$ cat config.mk
export PLATFORM = sky130hd
export DESIGN_NAME = sbt_timer
export DESIGN_NICKNAME = d
export VERILOG_FILES = /design/src/hw/sbt_pkg.sv /design/src/hw/sbt_prescaler.sv /design/src/hw/sbt_timer.sv
export VERILOG_INCLUDE_DIRS = /design/src /design/src/hw
export SDC_FILE = /design/constraint.sdc
export NUM_CORES = 1
export LEC_CHECK = 0
export ABC_AREA = 1
export BUFFER_PORTS_ARGS = -buffer_cell sky130_fd_sc_hd__clkbuf_2
export CAP_MARGIN = 20
export CORE_MARGIN = 1
export CORE_UTILIZATION = 52
export CTS_CLUSTER_DIAMETER = 80
export DETAILED_ROUTE_END_ITERATION = 8
export PLACE_DENSITY_LB_ADDON = 0.1
export RECOVER_POWER = 100
export SKIP_CTS_REPAIR_TIMING = 1
export SYNTH_ARGS = -nofsm -noshare
export SYNTH_HDL_FRONTEND = slang
export SYNTH_SLANG_ARGS = --single-unit
$ cat constraint.sdc
create_clock -name aclk -period 1.94 [get_ports aclk]
set_input_delay 0.291 -clock aclk [delete_from_list [all_inputs] [get_ports aclk]]
set_output_delay 0.291 -clock aclk [all_outputs]
set_load 0.02 [all_outputs]
$ cat src/hw/sbt_params.svh
`ifndef SBT_PARAMS_SVH
`define SBT_PARAMS_SVH

// ***************************************************************
// register byte offsets on the axi4-lite bus
// ***************************************************************
`define SBT_OFF_CTRL    8'h00
`define SBT_OFF_MLOW    8'h04
`define SBT_OFF_MHIGH   8'h08
`define SBT_OFF_COUNT   8'h0C
`define SBT_OFF_MVALUE  8'h10
`define SBT_OFF_ISTAT   8'h14
`define SBT_OFF_ICLR    8'h18
`define SBT_OFF_IEN     8'h1C

// ***************************************************************
// control register field positions
// ***************************************************************
`define SBT_CTRL_MODE_BIT 0
`define SBT_CTRL_SRC_LSB  2
`define SBT_CTRL_SRC_MSB  4
`define SBT_CTRL_RUN_BIT  5

// ***************************************************************
// reset values and compare layout
// ***************************************************************
`define SBT_CTRL_RST   8'h00
`define SBT_MATCH_RST  16'hFFFF
`define SBT_COUNT_RST  16'h0000
`define SBT_UPPER_LSB  11

// ***************************************************************
// bus response codes
// ***************************************************************
`define SBT_RESP_OKAY   2'b00
`define SBT_RESP_SLVERR 2'b10

`endif

$ cat src/hw/sbt_pkg.sv
package sbt_pkg;

  // source select codes of the control register
  typedef enum logic [2:0] {
    SRC_DIV_LONG  = 3'b000,
    SRC_DIV_MID   = 3'b001,
    SRC_DIV_SHORT = 3'b010,
    SRC_DIV_FAST  = 3'b011,
    SRC_HF_DIRECT = 3'b100,
    SRC_LF_DIRECT = 3'b101,
    SRC_RESERVED  = 3'b110,
    SRC_EXT_PIN   = 3'b111
  } sbt_src_t;

  // power states reported by the power controller
  typedef enum logic [1:0] {
    PWR_NORMAL = 2'b00,
    PWR_SLOW_ONE_STATE  = 2'b01,
    PWR_SLOW_TWO_STATE  = 2'b10,
    PWR_SLEEP  = 2'b11
  } sbt_pwr_t;

  // control register contents
  typedef struct packed {
    logic     run;
    sbt_src_t src;
    logic     mode;
  } sbt_ctrl_t;

  // divider chain taps, one-cycle enables
  typedef struct packed {
    logic hf_div23;
    logic hf_div13;
    logic hf_div8;
    logic hf_div3;
    logic hf_div0;
    logic lf_div15;
    logic lf_div5;
    logic lf_div0;
  } sbt_ticks_t;

endpackage

$ cat src/hw/sbt_prescaler.sv
`timescale 1ns/1ns

// ***************************************************************
// divider chain for both oscillators
// ***************************************************************
module sbt_prescaler #(
  parameter int HF_W = 23,
  parameter int LF_W = 15
) (
  // clock, reset, clock enable
  input  wire logic              aclk,
  input  wire logic              aresetn,
  input  wire logic              ce,
  // oscillator enables, one cycle per oscillator period
  input  wire logic              hf_tick,
  input  wire logic              lf_tick,
  // divided taps
  output sbt_pkg::sbt_ticks_t    ticks_q
);

  logic [HF_W-1:0] hf_cnt_q;  // high-frequency divider
  logic [LF_W-1:0] lf_cnt_q;  // low-frequency divider

  // free-running dividers, advance only on their oscillator tick
  always_ff @(posedge aclk) begin
    if (!aresetn) begin
      hf_cnt_q <= '0;
      lf_cnt_q <= '0;
    end else if (ce) begin
      if (hf_tick) begin
        hf_cnt_q <= hf_cnt_q + 1'b1;
      end
      if (lf_tick) begin
        lf_cnt_q <= lf_cnt_q + 1'b1;
      end
    end
  end

  // a tap fires when all its lower bits roll over
  always_ff @(posedge aclk) begin
    if (!aresetn) begin
      ticks_q <= '0;
    end else if (ce) begin
      ticks_q.hf_div23 <= hf_tick & (&hf_cnt_q[22:0]);
      ticks_q.hf_div13 <= hf_tick & (&hf_cnt_q[12:0]);
      ticks_q.hf_div8  <= hf_tick & (&hf_cnt_q[7:0]);
      ticks_q.hf_div3  <= hf_tick & (&hf_cnt_q[2:0]);
      ticks_q.hf_div0  <= hf_tick;
      ticks_q.lf_div15 <= lf_tick & (&lf_cnt_q[14:0]);
      ticks_q.lf_div5  <= lf_tick & (&lf_cnt_q[4:0]);
      ticks_q.lf_div0  <= lf_tick;
    end
  end

endmodule

$ cat src/hw/sbt_timer.sv
`timescale 1ns/1ns
`include "sbt_params.svh"

module sbt_timer #(
  parameter int ADDR_W = 8
) (
  // clock, reset, clock enable
  input  wire logic              aclk,
  input  wire logic              aresetn,
  input  wire logic              ce,
  // axi4-lite write address
  input  wire logic [ADDR_W-1:0] awaddr,
  input  wire logic              awvalid,
  output logic                   awready,
  // axi4-lite write data
  input  wire logic [31:0]       wdata,
  input  wire logic [3:0]        wstrb,
  input  wire logic              wvalid,
  output logic                   wready,
  // axi4-lite write response
  output logic [1:0]             bresp,
  output logic                   bvalid,
  input  wire logic              bready,
  // axi4-lite read address
  input  wire logic [ADDR_W-1:0] araddr,
  input  wire logic              arvalid,
  output logic                   arready,
  // axi4-lite read data
  output logic [31:0]            rdata,
  output logic [1:0]             rresp,
  output logic                   rvalid,
  input  wire logic              rready,
  // oscillator enables and power state, same clock domain
  input  wire logic              high_freq_osc,
  input  wire logic              low_freq_osc,
  input  wire logic              divider_stage_select,
  input  wire sbt_pkg::sbt_pwr_t power_state,
  input  wire logic              stop_enter,
  // external count / window pin, asynchronous
  input  wire logic              timer2_input_pin,
  // interrupt
  output logic                   timer2_match_irq
);

  // ***************************************************************
  // declarations
  // ***************************************************************
  sbt_pkg::sbt_ctrl_t  ctrl_q;        // timer2_control
  logic [15:0]         match_q;       // timer2_match_value
  logic [7:0]          low_stage_q;   // staged low byte
  logic                low_pend_q;    // low byte written, high pending
  logic [15:0]         count_q;       // up-counter
  logic                stat_q;        // sticky match event
  logic                ien_q;         // interrupt enable
  logic                pin_s1_q;      // synchroniser first stage
  logic                pin_s2_q;      // synchronised level
  logic                pin_s3_q;      // delayed level for edges
  logic                pin_rise;      // rising edge of pin
  sbt_pkg::sbt_ticks_t ticks;         // divider taps
  logic                src_tick;      // selected source enable
  logic                cnt_tick;      // counter advance enable
  logic                upper_only;    // five-bit compare mode
  logic [15:0]         count_inc;     // counter plus one
  logic                hit;           // compare result
  logic                match_evt;     // counter reached match
  // bus side
  logic [ADDR_W-1:0]   awaddr_q;      // held write address
  logic                aw_have_q;     // write address held
  logic [31:0]         wdata_q;       // held write data
  logic [3:0]          wstrb_q;       // held byte enables
  logic                w_have_q;      // write data held
  logic                awready_q;
  logic                wready_q;
  logic                bvalid_q;
  logic [1:0]          bresp_q;
  logic                arready_q;
  logic                rvalid_q;
  logic [31:0]         rdata_q;
  logic [1:0]          rresp_q;
  logic                irq_q;
  logic                wr_fire;       // write performed this cycle
  logic                wr_lane0;      // low byte lane enabled
  logic [7:0]          wr_off;        // write offset
  logic [7:0]          rd_off;        // read offset
  logic [31:0]         rd_data;       // read mux result
  logic                rd_ok;         // read address mapped
  logic                wr_ok;         // write address mapped

  assign awready          = awready_q;
  assign wready           = wready_q;
  assign bvalid           = bvalid_q;
  assign bresp            = bresp_q;
  assign arready          = arready_q;
  assign rvalid           = rvalid_q;
  assign rdata            = rdata_q;
  assign rresp            = rresp_q;
  assign timer2_match_irq = irq_q;

  // ***************************************************************
  // divider chain
  // ***************************************************************
  sbt_prescaler #(
    .HF_W (23),
    .LF_W (15)
  ) u_prescaler (
    .aclk    (aclk),
    .aresetn (aresetn),
    .ce      (ce),
    .hf_tick (high_freq_osc),
    .lf_tick (low_freq_osc),
    .ticks_q (ticks)
  );

  // ***************************************************************
  // external pin synchroniser
  // ***************************************************************
  // two flops before use, a third only for the edge
  always_ff @(posedge aclk) begin
    if (!aresetn) begin
      pin_s1_q <= 1'b0;
      pin_s2_q <= 1'b0;
      pin_s3_q <= 1'b0;
    end else if (ce) begin
      pin_s1_q <= timer2_input_pin;
      pin_s2_q <= pin_s1_q;
      pin_s3_q <= pin_s2_q;
    end
  end

  assign pin_rise = pin_s2_q & ~pin_s3_q;

  // ***************************************************************
  // source selection
  // ***************************************************************
  // slow and sleep states leave most codes without a clock
  always_comb begin
    src_tick = 1'b0;
    if (power_state == sbt_pkg::PWR_NORMAL) begin
      unique case (ctrl_q.src)
        sbt_pkg::SRC_DIV_LONG: begin
          src_tick = divider_stage_select ? ticks.lf_div15
                                          : ticks.hf_div23;
        end
        sbt_pkg::SRC_DIV_MID: begin
          src_tick = divider_stage_select ? ticks.lf_div5
                                          : ticks.hf_div13;
        end
        sbt_pkg::SRC_DIV_SHORT: src_tick = ticks.hf_div8;
        sbt_pkg::SRC_DIV_FAST:  src_tick = ticks.hf_div3;
        sbt_pkg::SRC_HF_DIRECT: src_tick = 1'b0;
        sbt_pkg::SRC_LF_DIRECT: src_tick = ticks.lf_div0;
        sbt_pkg::SRC_RESERVED:  src_tick = 1'b0;
        sbt_pkg::SRC_EXT_PIN:   src_tick = pin_rise;
      endcase
    end else begin
      unique case (ctrl_q.src)
        sbt_pkg::SRC_DIV_LONG:  src_tick = ticks.lf_div15;
        sbt_pkg::SRC_DIV_MID:   src_tick = ticks.lf_div5;
        sbt_pkg::SRC_HF_DIRECT: begin
          // direct fast clock only as a slow-2 timer
          src_tick = (power_state == sbt_pkg::PWR_SLOW_TWO_STATE) &&
                     !ctrl_q.mode && ticks.hf_div0;
        end
        sbt_pkg::SRC_EXT_PIN:   src_tick = pin_rise;
        default:                src_tick = 1'b0;
      endcase
    end
  end

  // window mode gates internal clocks with the pin level
  always_comb begin
    if (ctrl_q.mode) begin
      cnt_tick = src_tick && pin_s2_q &&
                 (ctrl_q.src != sbt_pkg::SRC_EXT_PIN);
    end else begin
      cnt_tick = src_tick;
    end
  end

  // ***************************************************************
  // counter and compare
  // ***************************************************************
  assign upper_only = (power_state == sbt_pkg::PWR_SLOW_TWO_STATE) &&
                      (ctrl_q.src == sbt_pkg::SRC_HF_DIRECT);
  assign count_inc  = count_q + 16'h0001;

  // compare the value the counter is about to take
  always_comb begin
    if (upper_only) begin
      hit = count_inc[15:`SBT_UPPER_LSB] ==
            match_q[15:`SBT_UPPER_LSB];
    end else begin
      hit = count_inc == match_q;
    end
  end

  assign match_evt = ctrl_q.run && cnt_tick && hit;

  // counter clears while stopped, wraps to zero on a hit
  always_ff @(posedge aclk) begin
    if (!aresetn) begin
      count_q <= `SBT_COUNT_RST;
    end else if (ce) begin
      if (!ctrl_q.run) begin
        count_q <= `SBT_COUNT_RST;
      end else if (cnt_tick) begin
        if (hit) begin
          count_q <= `SBT_COUNT_RST;
        end else begin
          count_q <= count_inc;
        end
      end
    end
  end

  // ***************************************************************
  // write channel handshake
  // ***************************************************************
  assign wr_fire  = aw_have_q && w_have_q && !bvalid_q;
  assign wr_lane0 = wstrb_q[0];
  assign wr_off   = awaddr_q[7:0];

  // address and data are taken in either order, then held
  always_ff @(posedge aclk) begin
    if (!aresetn) begin
      awaddr_q  <= '0;
      aw_have_q <= 1'b0;
      awready_q <= 1'b1;
      wdata_q   <= '0;
      wstrb_q   <= '0;
      w_have_q  <= 1'b0;
      wready_q  <= 1'b1;
    end else if (ce) begin
      if (awvalid && awready_q) begin
        awaddr_q  <= awaddr;
        aw_have_q <= 1'b1;
        awready_q <= 1'b0;
      end else if (bvalid_q && bready) begin
        aw_have_q <= 1'b0;
        awready_q <= 1'b1;
      end
      if (wvalid && wready_q) begin
        wdata_q  <= wdata;
        wstrb_q  <= wstrb;
        w_have_q <= 1'b1;
        wready_q <= 1'b0;
      end else if (bvalid_q && bready) begin
        w_have_q <= 1'b0;
        wready_q <= 1'b1;
      end
    end
  end

  // unmapped or read-only offsets answer with a slave error
  always_comb begin
    unique case (wr_off)
      `SBT_OFF_CTRL, `SBT_OFF_MLOW, `SBT_OFF_MHIGH,
      `SBT_OFF_ICLR, `SBT_OFF_IEN: wr_ok = 1'b1;
      default:                     wr_ok = 1'b0;
    endcase
  end

  // response one cycle after both halves are held
  always_ff @(posedge aclk) begin
    if (!aresetn) begin
      bvalid_q <= 1'b0;
      bresp_q  <= `SBT_RESP_OKAY;
    end else if (ce) begin
      if (wr_fire) begin
        bvalid_q <= 1'b1;
        bresp_q  <= wr_ok ? `SBT_RESP_OKAY : `SBT_RESP_SLVERR;
      end else if (bvalid_q && bready) begin
        bvalid_q <= 1'b0;
      end
    end
  end

  // ***************************************************************
  // control register
  // ***************************************************************
  // stop entry beats a same-cycle software start
  always_ff @(posedge aclk) begin
    if (!aresetn) begin
      ctrl_q <= sbt_pkg::sbt_ctrl_t'(`SBT_CTRL_RST);
    end else if (ce) begin
      if (wr_fire && wr_lane0 && wr_off == `SBT_OFF_CTRL) begin
        ctrl_q.src  <= sbt_pkg::sbt_src_t'(
          wdata_q[`SBT_CTRL_SRC_MSB:`SBT_CTRL_SRC_LSB]);
        ctrl_q.mode <= wdata_q[`SBT_CTRL_MODE_BIT];
        ctrl_q.run  <= wdata_q[`SBT_CTRL_RUN_BIT];
      end
      if (stop_enter) begin
        ctrl_q.run <= 1'b0;
      end
    end
  end

  // ***************************************************************
  // match register, low then high
  // ***************************************************************
  // low byte only stages; old value stays in the compare
  always_ff @(posedge aclk) begin
    if (!aresetn) begin
      match_q     <= `SBT_MATCH_RST;
      low_stage_q <= '0;
      low_pend_q  <= 1'b0;
    end else if (ce) begin
      if (wr_fire && wr_lane0 && wr_off == `SBT_OFF_MLOW) begin
        low_stage_q <= wdata_q[7:0];
        low_pend_q  <= 1'b1;
      end else if (wr_fire && wr_lane0 &&
                   wr_off == `SBT_OFF_MHIGH) begin
        if (low_pend_q) begin
          match_q    <= {wdata_q[7:0], low_stage_q};
          low_pend_q <= 1'b0;
        end else if (upper_only) begin
          // low bits unused here, high byte alone suffices
          match_q[15:8] <= wdata_q[7:0];
        end
      end
    end
  end

  // ***************************************************************
  // interrupt status, enable and output
  // ***************************************************************
  // a new event wins over a same-cycle clear
  always_ff @(posedge aclk) begin
    if (!aresetn) begin
      stat_q <= 1'b0;
      ien_q  <= 1'b0;
    end else if (ce) begin
      if (match_evt) begin
        stat_q <= 1'b1;
      end else if (wr_fire && wr_lane0 &&
                   wr_off == `SBT_OFF_ICLR && wdata_q[0]) begin
        stat_q <= 1'b0;
      end
      if (wr_fire && wr_lane0 && wr_off == `SBT_OFF_IEN) begin
        ien_q <= wdata_q[0];
      end
    end
  end

  // level output, high while enabled status is set
  always_ff @(posedge aclk) begin
    if (!aresetn) begin
      irq_q <= 1'b0;
    end else if (ce) begin
      irq_q <= stat_q && ien_q;
    end
  end

  // ***************************************************************
  // read channel
  // ***************************************************************
  assign rd_off = araddr[7:0];

  // unstable control bits return zero here
  always_comb begin
    rd_data = 32'h0000_0000;
    rd_ok   = 1'b1;
    unique case (rd_off)
      `SBT_OFF_CTRL: begin
        rd_data[`SBT_CTRL_RUN_BIT]                    = ctrl_q.run;
        rd_data[`SBT_CTRL_SRC_MSB:`SBT_CTRL_SRC_LSB]  = ctrl_q.src;
        rd_data[`SBT_CTRL_MODE_BIT]                   = ctrl_q.mode;
      end
      `SBT_OFF_MLOW:   rd_data[7:0]  = low_stage_q;
      `SBT_OFF_MHIGH:  rd_data[7:0]  = match_q[15:8];
      `SBT_OFF_COUNT:  rd_data[15:0] = count_q;
      `SBT_OFF_MVALUE: rd_data[15:0] = match_q;
      `SBT_OFF_ISTAT:  rd_data[0]    = stat_q;
      `SBT_OFF_ICLR:   rd_data       = 32'h0000_0000;
      `SBT_OFF_IEN:    rd_data[0]    = ien_q;
      default:         rd_ok         = 1'b0;
    endcase
  end

  // one read in flight; data registered at address accept
  always_ff @(posedge aclk) begin
    if (!aresetn) begin
      arready_q <= 1'b1;
      rvalid_q  <= 1'b0;
      rdata_q   <= 32'h0000_0000;
      rresp_q   <= `SBT_RESP_OKAY;
    end else if (ce) begin
      if (arvalid && arready_q) begin
        arready_q <= 1'b0;
        rvalid_q  <= 1'b1;
        rdata_q   <= rd_data;
        rresp_q   <= rd_ok ? `SBT_RESP_OKAY : `SBT_RESP_SLVERR;
      end else if (rvalid_q && rready) begin
        rvalid_q  <= 1'b0;
        arready_q <= 1'b1;
      end
    end
  end

endmodule

Word level (Yosys, flattened, before mapping)
Index checks and enable logic that the tools add are counted.
- muxes and demuxes: 38
- reduce and logical (&&, ||, !) cells: 64
- add/subtract/negate cells: 3
- equality and inequality tests: 23
- bitwise operators: 9
- operators by type and width (cell ; count):
    8-bit by 5-bit equality test with 1-bit output, second input constant ; 6
    16-bit 2-to-1 mux ; 3
    2-bit AND reduction ; 17
    8-bit by 4-bit equality test with 1-bit output, second input constant ; 3
    23-bit by 1-bit adder with 23-bit output, second input constant ; 1
    1-bit 2-to-1 mux ; 23
    23-bit AND reduction ; 1
    1-bit logical AND ; 22
    4-bit case mux with 5 select lines ; 1
    16-bit by 1-bit adder with 16-bit output, second input constant ; 1
    16-bit equality test ; 1
    8-bit by 3-bit equality test with 1-bit output, second input constant ; 2
    8-bit zero test ; 2
    8-bit 2-to-1 mux ; 2
    8-bit case mux with 2 select lines ; 1
    2-bit nonzero test ; 8
    15-bit by 1-bit adder with 15-bit output, second input constant ; 1
    15-bit AND reduction ; 1
    1-bit case mux with 7 select lines ; 2
    13-bit AND reduction ; 1
    3-bit equality test, second input constant ; 4
    1-bit case mux with 4 select lines ; 2
    2-bit case mux with 4 select lines ; 1
    4-bit AND reduction ; 2
    19 further kinds ; 29
- output and inout bits: 42
- flip-flop bits (word level): 142
- logic and storage cells: 174
- input bits: 67

Longest topological paths before layout
Gate-level depths: netlist of the first run.
- word-level depth: 12
- mapped depth: 17
- gate-level depth less buffers: 16

Cells and area by module
A second synthesis of the first run with hierarchy kept.
- cells, all modules: 1028
- area, all modules: 7310.8 um^2
- by module, submodules not included (module ; sequential area each (um^2) ; area each (um^2) ; cells each ; instances):
    sbt_timer ; 1881.8 ; 5023.6 ; 700 ; 1
    sbt_prescaler ; 920.9 ; 2287.2 ; 328 ; 1

Least setup slack after synthesis of the first run
OpenSTA, ideal clock, no wires.
- path type: register to register
- from: register count_q[0]
- to: register count_q[10]
- arrival time: 1.759 ns
- period minus slack after synthesis: 1.894 ns
- path slack: 0.046 ns
- path buffers: 1
- cell stages (with the launch flop): 15
- setup time: 0.135 ns
- data required time: 1.805 ns
- cells stage by stage: dfxtp_1 -> ha_1 -> nand2_1 -> o21ai_0 -> and2_1 -> nor2_1 -> nor2_1 -> nand2_1 -> nor2_1 -> nand2_1 -> nand2_2 -> nand2_4 -> buf_6 -> nand2_2 -> a21oi_2
- word-level cells in the longest chain between the ends: 6
- elaborated cells between the ends (all ways): 7
- classes of those cells: add/sub (1); eq/ne (2); mux (4)
- ends and longest elaborated chain (what ; RTL line ; text):
    from (decl) ; sbt_timer.sv:52 ; logic [15:0] count_q;
    from (signal assigned) ; sbt_timer.sv:202 ; count_q <= `SBT_COUNT_RST;
    from (signal assigned) ; sbt_timer.sv:205 ; count_q <= `SBT_COUNT_RST;
    from (signal assigned) ; sbt_timer.sv:208 ; count_q <= `SBT_COUNT_RST;
    16-bit by 1-bit adder with 16-bit output * ; sbt_timer.sv:185 ; assign count_inc = count_q + 16'h0001;
    16-bit equality test or 5-bit equality test (tied branches) ; sbt_timer.sv:193, sbt_timer.sv:190 ;
    1-bit 2-to-1 mux ; sbt_timer.sv:189 ; if (upper_only) begin
    16-bit 2-to-1 mux * ; sbt_timer.sv:207 ; if (hit) begin
    16-bit 2-to-1 mux * ; sbt_timer.sv:206 ; end else if (cnt_tick) begin
    16-bit 2-to-1 mux * ; sbt_timer.sv:204 ; if (!ctrl_q.run) begin
Mark *: on every way between the ends. The rest lies on a longest branch, timed or not. The select of a mux whose other input is x is not followed.
A chain may end at the register's enable or synchronous reset.

Worst setup path in the final report of the first run
- from: register count_q[1]
- to: register count_q[6]
The elaborated chain is that of the path after synthesis.

==> out/qor.txt, run 1 <==
status -> finished, violations left
violated checks -> negative setup slack
Final nets -> 1169
Yosys reg bits -> 140
clock buffer depth -> 2
Final Setup Violations -> 18
CTS tree -> done
power consumption -> 6.58 mW
commonest cells in the synthesized netlist -> 193 x nand2_1, 140 x dfxtp_1, 121 x inv_1
first-pass GRT wire length -> 29400 um
pwr dens -> 776 nW/um2
vias in the first global route -> 6035
drt drc -> 0
top_reg_cell synth -> dfxtp_1
CP endpoint kind -> flip-flop
Ports -> 109
Synth top area share -> 0.401
Mapped Area -> 7000 um2
post-layout util -> 0.642
clock root cell -> clkbuf_16
largest net degree at the start of global routing -> 52
Area contributors post-synth -> dfxtp_1 40%, nand2_1 10%, a21oi_1 6.7%
core area -> 13200 um2
P&R area growth vs syn -> 21.0%
Non-Filler Instances -> 1286
Setup CP Type -> reg2reg
Max IR drop VDD -> 0.579 mV
Die Y -> 118 um
Async S/R FF share, synth -> 0
Cell Count Post-Placement -> 1241
worst hold slack -> 0.103 ns
Post-Synth Simple-Gate Area -> 0.278
Reg clk slew, reported paths -> 0.06 ns
Pre-antenna DRT Iters -> 5
GRT Total Usage -> 0.267
Hold WC Path Type -> in2reg
share of layout cells above drive strength 1 -> 0.184
largest family of logic cells by synthesized area -> simple AND/OR/NAND/NOR gates
Slew Viols, Final -> 0
count leader, synth -> nand2_1
DP HPWL -> 12800 um
H-Tree Depth -> 4
mean post-synth cell area -> 7.09 um2
RSZ-0062 raised after global routing -> true
# clock sinks -> 140
adder-cell area share of the yosys netlist -> 0.00894
grt ovf -> 0
fmax -> 0.488 GHz
CTS Buf Count -> 17
Arrival @ worst endpoint -> 2.35 ns
final worst path period need -> 2.05 ns
initial DRC count -> 436
max-cap violations -> 0
register area share after synthesis -> 0.401
die extent in x -> 118 um
FP Rows -> 42
CP Max Fanout -> 8
# diodes -> 0
WP data required -> 2.24 ns
Setup crit start kind -> flip-flop
Mapped Cells -> 987
initial antenna violation count -> 0
post-DR wirelength/cell -> 14.1 um
Post-synth EDFFs -> 0
setup_tns -> -1.54 ns
Tcrit/Tclk final -> 1.06
routed wire length -> 18200 um
area of the die -> 13900 um2
post-synthesis compound-gate area fraction -> 0.189
Final Hold Vio Count -> 0
setup ws final -> -0.109 ns
LEAKAGE -> 3.42 nW
final worst clock skew -> 0.00573 ns
pin slew with the least headroom to its limit -> 1.35 ns
mux contribution to synthesized area -> 0
Starting Density -> 0.530
post-route ant nets -> 0
Synth area leader -> dfxtp_1
insertion delay to the later sink of the worst-skew pair -> 0.43 ns
IO buf count -> 63
GPL Wtd Cong -> 0.944
vias per cell -> 5.19
vias -> 6679
Synth Area in XOR/XNOR -> 0.0145
synth unique cells -> 48
Rel. slew slack -> 0.0989
Synthesis Warnings -> 0
[registers in the layout (all words and copies together), names as in the netlist, 5 cells and up]
name                  flops
awaddr_q                  8
count_q                  16
ctrl_q                    5
low_stage_q               8
match_q                  16
rdata                    16
u_prescaler.hf_cnt_q     23
u_prescaler.lf_cnt_q     15
u_prescaler.ticks_q       8
wdata_q                   8
[placed cells by master (no fill, tap or decap), types with 6 or more instances in the layout]
cell,n
nand2_1,186
dfxtp_1,136
inv_1,122
a21oi_1,91
nor2_1,80
o21ai_0,75
nand3_1,48
buf_4,45
clkbuf_2,40
clkbuf_1,34
nand2_2,23
nand4_1,18
conb_1,18
nor3_1,17
o211ai_1,17
clkbuf_16,17
a21oi_2,12
nor4_1,9
inv_2,8
o22ai_1,8
o221ai_1,7
nor2_4,6
xor2_1,6
[worst paths after layout]
kind / end / slack (ns) / cells past startpoint / from
worst min-delay path: pin_s1_q / 0.10 / 3 / timer2_input_pin
worst max-delay path: count_q[6] / -0.11 / 12 / count_q[1]
worst max register to register: count_q[6] / -0.11 / 12 / count_q[1]
worst min register to register: awaddr_q[1] / 0.44 / 2 / awaddr_q[1]
[through the flow]
step | area, um2 | worst slack, ns
3_5_place_dp | 7690 | -0.0588
4_1_cts | 8270 | -0.0825
6_report | 8470 | -0.109
5_1_grt | 8470 | -0.228
3_3_place_gp | 7690 | -0.0455
2_1_floorplan | 7060 | 0.0465
[layer usage]
layer  wire length [um]  GRT usage  up-vias
li1                   -          -     3459
met1               8360      0.342     3014
met2               8460      0.428      168
met3                828     0.0528       38
met4                545      0.131        0
met5                  0          0        -
[worst max-delay path: stages, from the launching register on]
cell and delay (ns):
dfxtp_2 0.35, ha_4 0.16, nand3_4 0.08, nor2_4 0.27, nand4_1 0.13, nand2_1 0.14
xor2_1 0.18, nand2_2 0.09, nor2_4 0.14, buf_4 0.16, nand2_8 0.10, nand2_2 0.08
a21oi_2 0.04
[cell type report]
cell class	count	area, um2
fill	1268	4720
sequential	140	2810
clock inverter	9	86.3
multi-input combinational	685	3650
tap	176	220
clock buffer	23	488
timing repair buffer	122	724
inverter	131	492
[power breakdown]
| group | internal (mW) | switching, mW |
|---|---|---|
| Sequential | 2.95 | 0.0438 |
| Combinational | 0.138 | 0.300 |
| Clock | 1.90 | 1.25 |
| Total | 4.99 | 1.59 |
[cell families (layout without fill, tap and decap cells)]
group,Yosys count,in the layout
xor gates and xnor gates,10,10
DFF,140,140
and+or+nand+nor,421,422
AOI/OAI and AO/OA,230,230
other,1,18
buffers and inverters,180,285
adders and majority gates,5,5
No activity file was read; power rests on OpenSTA's default activity.
==> run 2: changes to the inputs <==
--- a/config.mk
+++ b/config.mk
@@ -10,7 +10,7 @@
 export BUFFER_PORTS_ARGS = -buffer_cell sky130_fd_sc_hd__clkbuf_2
 export CAP_MARGIN = 20
 export CORE_MARGIN = 1
-export CORE_UTILIZATION = 52
+export CORE_UTILIZATION = 50
 export CTS_CLUSTER_DIAMETER = 80
 export DETAILED_ROUTE_END_ITERATION = 8
 export PLACE_DENSITY_LB_ADDON = 0.1
==> out/qor.txt, run 2 (synthesized netlist as in run 1, its figures left out) <==
Final Hold Vio Count -> 0 (unchanged)
drt drc -> 0 (unchanged)
Starting Density -> 0.520 (-0.0104)
status -> finished, violations left
violated checks -> negative setup slack
Setup CP Type -> reg2reg
largest net degree at the start of global routing -> 90 (+73%)
final worst path period need -> 1.99 ns (-0.0618 ns)
Top Layer Used -> met4
fill count -> 1252 (-1.3%)
Clk pwr share -> 0.498 (+0.020)
# diodes -> 0 (unchanged)
WP data required -> 2.25 ns (about the same)
worst hold slack -> 0.118 ns (+0.0146 ns)
vias per cell -> 5.18 (-0.18%)
Tcrit/Tclk final -> 1.02 (-0.0319)
Cell Count Post-Placement -> 1243 (+0.16%)
H-Tree Depth -> 4 (unchanged)
pwr dens -> 800 nW/um2 (+3.0%)
share of layout cells above drive strength 1 -> 0.226 (+0.0423)
WP depth -> 11 (-1)
sw frac -> 0.234 (-0.00752)
post-route ant nets -> 0 (unchanged)
RSZ-0062 raised after global routing -> true
sequential share of power -> 0.434 (-0.021)
setup_tns -> -0.239 ns (+1.30 ns)
final worst clock skew -> 0.0105 ns (+0.00481 ns)
GRT Total Usage -> 0.264 (-0.00241)
fmax -> 0.503 GHz (+3.1%)
CP Buf/Inv Count -> 0 (-1)
CP endpoint kind -> flip-flop
Slew Viols, Final -> 0 (unchanged)
post-DR wirelength/cell -> 14.1 um (-0.13%)
most common cell after layout, fill and taps aside -> nand2_1
cell internal pwr -> 5.28 mW (+5.8%)
Arrival @ worst endpoint -> 2.29 ns (-0.06 ns)
Non-Filler Instances -> 1282 (-0.31%)
area of the die -> 14500 um2 (+3.9%)
max reg flops -> 23 (unchanged)
hold path depth -> 3 (unchanged)
Pre-antenna DRT Iters -> 5 (unchanged)
GPL Wtd Cong -> 0.915 (-3.0%)
DP HPWL -> 12800 um (+0.23%)
initial DRC count -> 436 (unchanged)
Hold WC Path Type -> in2reg
first-pass GRT wire length -> 29900 um (+1.5%)
top cell family by delay on the critical path -> simple AND/OR/NAND/NOR gates
initial antenna violation count -> 0 (unchanged)
clock root cell -> clkbuf_16
max-cap violations -> 0 (unchanged)
Die Y -> 120 um (+1.9%)
P&R area growth vs syn -> 23.2%
IO buf count -> 63 (unchanged)
insertion delay to the later sink of the worst-skew pair -> 0.43 ns (about the same)
Final nets -> 1165 (-0.34%)
Max IR drop VDD -> 0.623 mV (+7.6%)
vias in the first global route -> 6170 (+2.2%)
net switching power -> 1.62 mW (+1.5%)
M1 WL -> 8470 um (+1.3%)
core area -> 13500 um2 (+2.0%)
setup ws final -> -0.0471 ns (+0.0618 ns)
Worst path max stage delay -> 0.36 ns (about the same)
CP cell instances -> ha_4, nand3_4, nor2_4, nand4_1, nand2_2, xor2_1, nand2_2, nor2_4, nand2_8, nand2_1, a21oi_1
post-layout util -> 0.641 (-0.00138)
Ports -> 109 (unchanged)
# clock sinks -> 140 (unchanged)
FP Rows -> 42 (unchanged)
metal3 WL -> 880 um (+6.3%)
Final Setup Violations -> 15 (-3)
grt ovf -> 0 (unchanged)
Routed met2 length -> 8440 um (-0.25%)
Most flops, register -> u_prescaler.hf_cnt_q
CTS Buf Count -> 17 (unchanged)
routed wire length -> 18100 um (-0.44%)
Place WS -> -0.0622 ns (-0.00341 ns)
CTS tree -> done
CP Max Fanout -> 16 (+8)
vias -> 6646 (-0.49%)
Setup crit start kind -> flip-flop
LEAKAGE -> 3.55 nW (+3.7%)
Comb power frac -> 0.068 (about the same)
CP max stage cell -> dfxtp_2
clock buffer depth -> 2 (unchanged)
die extent in x -> 120 um (+1.9%)
Reg clk slew, reported paths -> 0.06 ns (about the same)
Worst R2R Path Depth -> 11 (-1)
most frequent cells in the layout -> 182 x nand2_1, 131 x dfxtp_1, 120 x inv_1
run 2: cell count changes in the layout (fill, tap and decap cells not counted), sizes merged:
cell    delta
buf        +8
bufinv     +2
clkbuf    -10
clkinv     -3
nand2      -1
run 2: power groups by stage:
| stage | Combinational (mW) | Clock (mW) | Sequential, mW |
|---|---|---|---|
| floorplan | 0.280 | 0 | 3.08 |
| global placement | 0.449 | 0 | 3.05 |
| detailed placement | 0.454 | 0 | 3.05 |
| CTS | 0.460 | 3.47 | 2.99 |
| global route | 0.521 | 3.61 | 3.00 |
| finish | 0.467 | 3.43 | 2.99 |
run 2: layout make-up:
class / instances / area, um2 / share of cell area
Timing Repair Buffer: 119 / 801 / 0.0929
Inverter: 131 / 492 / 0.0570
Sequential cell: 140 / 2820 / 0.327
Clock buffer: 24 / 492 / 0.0570
Tap cell: 176 / 220 / 0.0255
Clock inverter: 8 / 131 / 0.0152
Multi-Input combinational cell: 684 / 3660 / 0.425
run 2: final timing paths:
path	from	end	slack (ns)
max	count_q[0]	count_q[0]	-0.05
min	timer2_input_pin	pin_s1_q	0.12
max reg2reg	count_q[0]	count_q[0]	-0.05
min reg2reg	awaddr_q[1]	awaddr_q[1]	0.45
run 2: metrics by stage:
stage               total power [mW]  area, um2
finish                          6.89       8620
global route                    7.13       8620
CTS                             6.92       8360
detailed placement              3.51       7730
global placement                3.50       7730
floorplan                       3.36       7060
run 2: metal layers:
metal  global-route usage  vias to the layer above
li1                     -                     3469
met1                0.337                     2994
met2                0.440                      158
met3               0.0547                       25
met4               0.0949                        0
met5                    0                        -
run 2: worst reg2reg max path, delay by kind of cell (launching register included):
family	cells	cell delay, ns
compound gates	1	0.06
flops	1	0.36
simple gates	8	1.09
xor+xnor	1	0.17
fa+ha+maj	1	0.18
==> run 3: changes to the inputs <==
--- a/config.mk
+++ b/config.mk
@@ -13,6 +13,7 @@
 export CORE_UTILIZATION = 50
 export CTS_CLUSTER_DIAMETER = 80
 export DETAILED_ROUTE_END_ITERATION = 8
+export GPL_TIMING_DRIVEN = 0
 export PLACE_DENSITY_LB_ADDON = 0.1
 export RECOVER_POWER = 100
 export SKIP_CTS_REPAIR_TIMING = 1
==> out/qor.txt, run 3 (synthesized netlist as in run 1, its figures left out) <==
status -> finished, violations left
violated checks -> negative setup slack
fmax -> 0.451 GHz (-10%)
H-Tree Depth -> 4 (unchanged)
Hold WC Path Type -> in2reg
Final nets -> 1174 (+0.77%)
most frequent cells in the layout -> 184 x nand2_1, 131 x dfxtp_1, 120 x inv_1
P&R area growth vs syn -> 22.2%
routed wire length -> 20100 um (+11%)
CP startpoint -> count_q[0]
Routed met2 length -> 9390 um (+11%)
initial antenna violation count -> 0 (unchanged)
fin area -> 8550 um2 (-0.84%)
Place WS -> -0.447 ns (-0.385 ns)
# diodes -> 0 (unchanged)
max-cap violations -> 0 (unchanged)
post-layout util -> 0.635 (-0.00539)
area of the die -> 14500 um2 (unchanged)
DP Area -> 7590 um2 (-1.9%)
worst hold slack -> 0.0854 ns (-0.0326 ns)
power consumption -> 7.01 mW (+1.7%)
core area -> 13500 um2 (unchanged)
vias -> 6963 (+4.8%)
metal3 WL -> 1410 um (+60%)
CP Capture Point -> count_q[11]
CP endpoint kind -> flip-flop
post-route ant nets -> 0 (unchanged)
slack of the worst reg-to-reg path -> -0.28 ns (-0.23 ns)
CTS Buf Count -> 17 (unchanged)
Rel. slew slack -> 0.453
Tcrit/Tclk final -> 1.14 (+0.118)
clock buffer depth -> 2 (unchanged)
vias per cell -> 5.39 (+4.0%)
first-pass GRT wire length -> 31300 um (+4.7%)
pwr dens -> 820 nW/um2 (+2.6%)
Die Y -> 120 um (unchanged)
most common cell after layout, fill and taps aside -> nand2_1
Setup crit start kind -> flip-flop
GPL Wtd Cong -> 0.922 (+0.72%)
Max IR drop VDD -> 0.641 mV (+2.8%)
Top Layer Used -> met4
Arrival @ worst endpoint -> 2.49 ns (+0.20 ns)
RSZ-0062 raised after global routing -> true
final worst path period need -> 2.22 ns (+0.230 ns)
DP HPWL -> 14300 um (+11%)
max reg flops -> 23 (unchanged)
Slew Viols, Final -> 0 (unchanged)
post-DR wirelength/cell -> 15.6 um (+10%)
Non-Filler Instances -> 1291 (+0.70%)
RR Startpoint -> count_q[0]
insertion delay to the later sink of the worst-skew pair -> 0.43 ns (about the same)
Worst R2R Path Depth -> 13 (+2)
CP cell instances -> ha_4, nand3_4, nor2_4, nand3_1, nand3_1, nand3_1, nor2_1, nand2_1, nand2_2, nand2_4, clkbuf_16, nand2_2, a21oi_2
clock root cell -> clkbuf_16
initial DRC count -> 488 (+12%)
Worst path max stage delay -> 0.40 ns (+0.04 ns)
FP Rows -> 42 (unchanged)
Final Hold Vio Count -> 0 (unchanged)
die extent in x -> 120 um (unchanged)
setup_tns -> -3.95 ns (-3.71 ns)
vias in the first global route -> 6280 (+1.8%)
reg2reg end -> count_q[11]
CP max stage cell -> dfxtp_4
Starting Density -> 0.520 (unchanged)
most used cell, CP -> nand3_1
setup ws final -> -0.277 ns (-0.230 ns)
share of layout cells above drive strength 1 -> 0.190 (-0.0359)
grt ovf -> 0 (unchanged)
Pre-antenna DRT Iters -> 7 (+2)
largest net degree at the start of global routing -> 17 (-81%)
final worst clock skew -> 0.00835 ns (-0.00219 ns)
M1 WL -> 8840 um (+4.5%)
CP Max Fanout -> 8 (-8)
CTS tree -> done
Reg clk slew, reported paths -> 0.06 ns (about the same)
Most flops, register -> u_prescaler.hf_cnt_q
Cell Count Post-Placement -> 1242 (-0.080%)
pin slew with the least headroom to its limit -> 0.820 ns
LEAKAGE -> 3.48 nW (-1.9%)
Ports -> 109 (unchanged)
WP data required -> 2.22 ns (-0.03 ns)
Setup CP Type -> reg2reg
GRT Total Usage -> 0.281 (+0.0167)
Final Setup Violations -> 22 (+7)
IO buf count -> 62 (-1.6%)
drt drc -> 0 (unchanged)
# clock sinks -> 140 (unchanged)
run 3: cell count changes in the layout (fill, tap and decap cells not counted), moves of 3 or more:
cell      change
clkbuf_2     -25
clkinv_2      +3
buf_12        -3
clkbuf_1     +45
clkbuf_4      +3
buf_2         +3
inv_6         +3
buf_6         -3
clkbuf_8      -4
nor2_2        -5
nor2_4        +5
buf_4        -15
run 3: area by class of cell:
type,instances,area (um2)
Sequential cell,140,2820
Timing Repair Buffer,79,428
Clock buffer,17,425
Tap cell,176,220
Clock inverter,15,209
Fill cell,1259,4910
Buffer,49,284
Multi-Input combinational cell,684,3670
Inverter,131,492
run 3: how the worst min path moves through the flow:
stage	to	cells past startpoint	startpoint	slack, ns
6_report	pin_s1_q	3	timer2_input_pin	0.09
5_1_grt	pin_s1_q	3	timer2_input_pin	0.1
4_1_cts	pin_s1_q	3	timer2_input_pin	0.08
3_5_place_dp	awaddr_q[0]	2	awaddr_q[0]	0.44
3_3_place_gp	u_prescaler.lf_cnt_q[14]	2	u_prescaler.lf_cnt_q[14]	0.43
2_1_floorplan	u_prescaler.lf_cnt_q[14]	2	u_prescaler.lf_cnt_q[14]	0.42
run 3: routing by layer:
metal,GRT usage,vias to the layer above
li1,-,3487
met4,0.0949,0
met5,0,-
met2,0.464,253
met3,0.0585,43
met1,0.364,3180
run 3: worst max-delay path, delay by kind of cell (launching register included):
| kind | cells | cell delay (ns) |
|---|---|---|
| adder cells (fa/ha/maj) | 1 | 0.18 |
| buffers and inverters | 1 | 0.18 |
| AND/OR/NAND/NOR | 10 | 1.26 |
| AO/OA/AOI/OAI | 1 | 0.04 |
| flip-flops | 1 | 0.40 |
run 3: power breakdown:
part | internal (mW) | total [mW] | switching (mW)
registers | 2.94 | 2.99 | 0.0462
clock network | 2.18 | 3.53 | 1.35
logic | 0.152 | 0.487 | 0.335
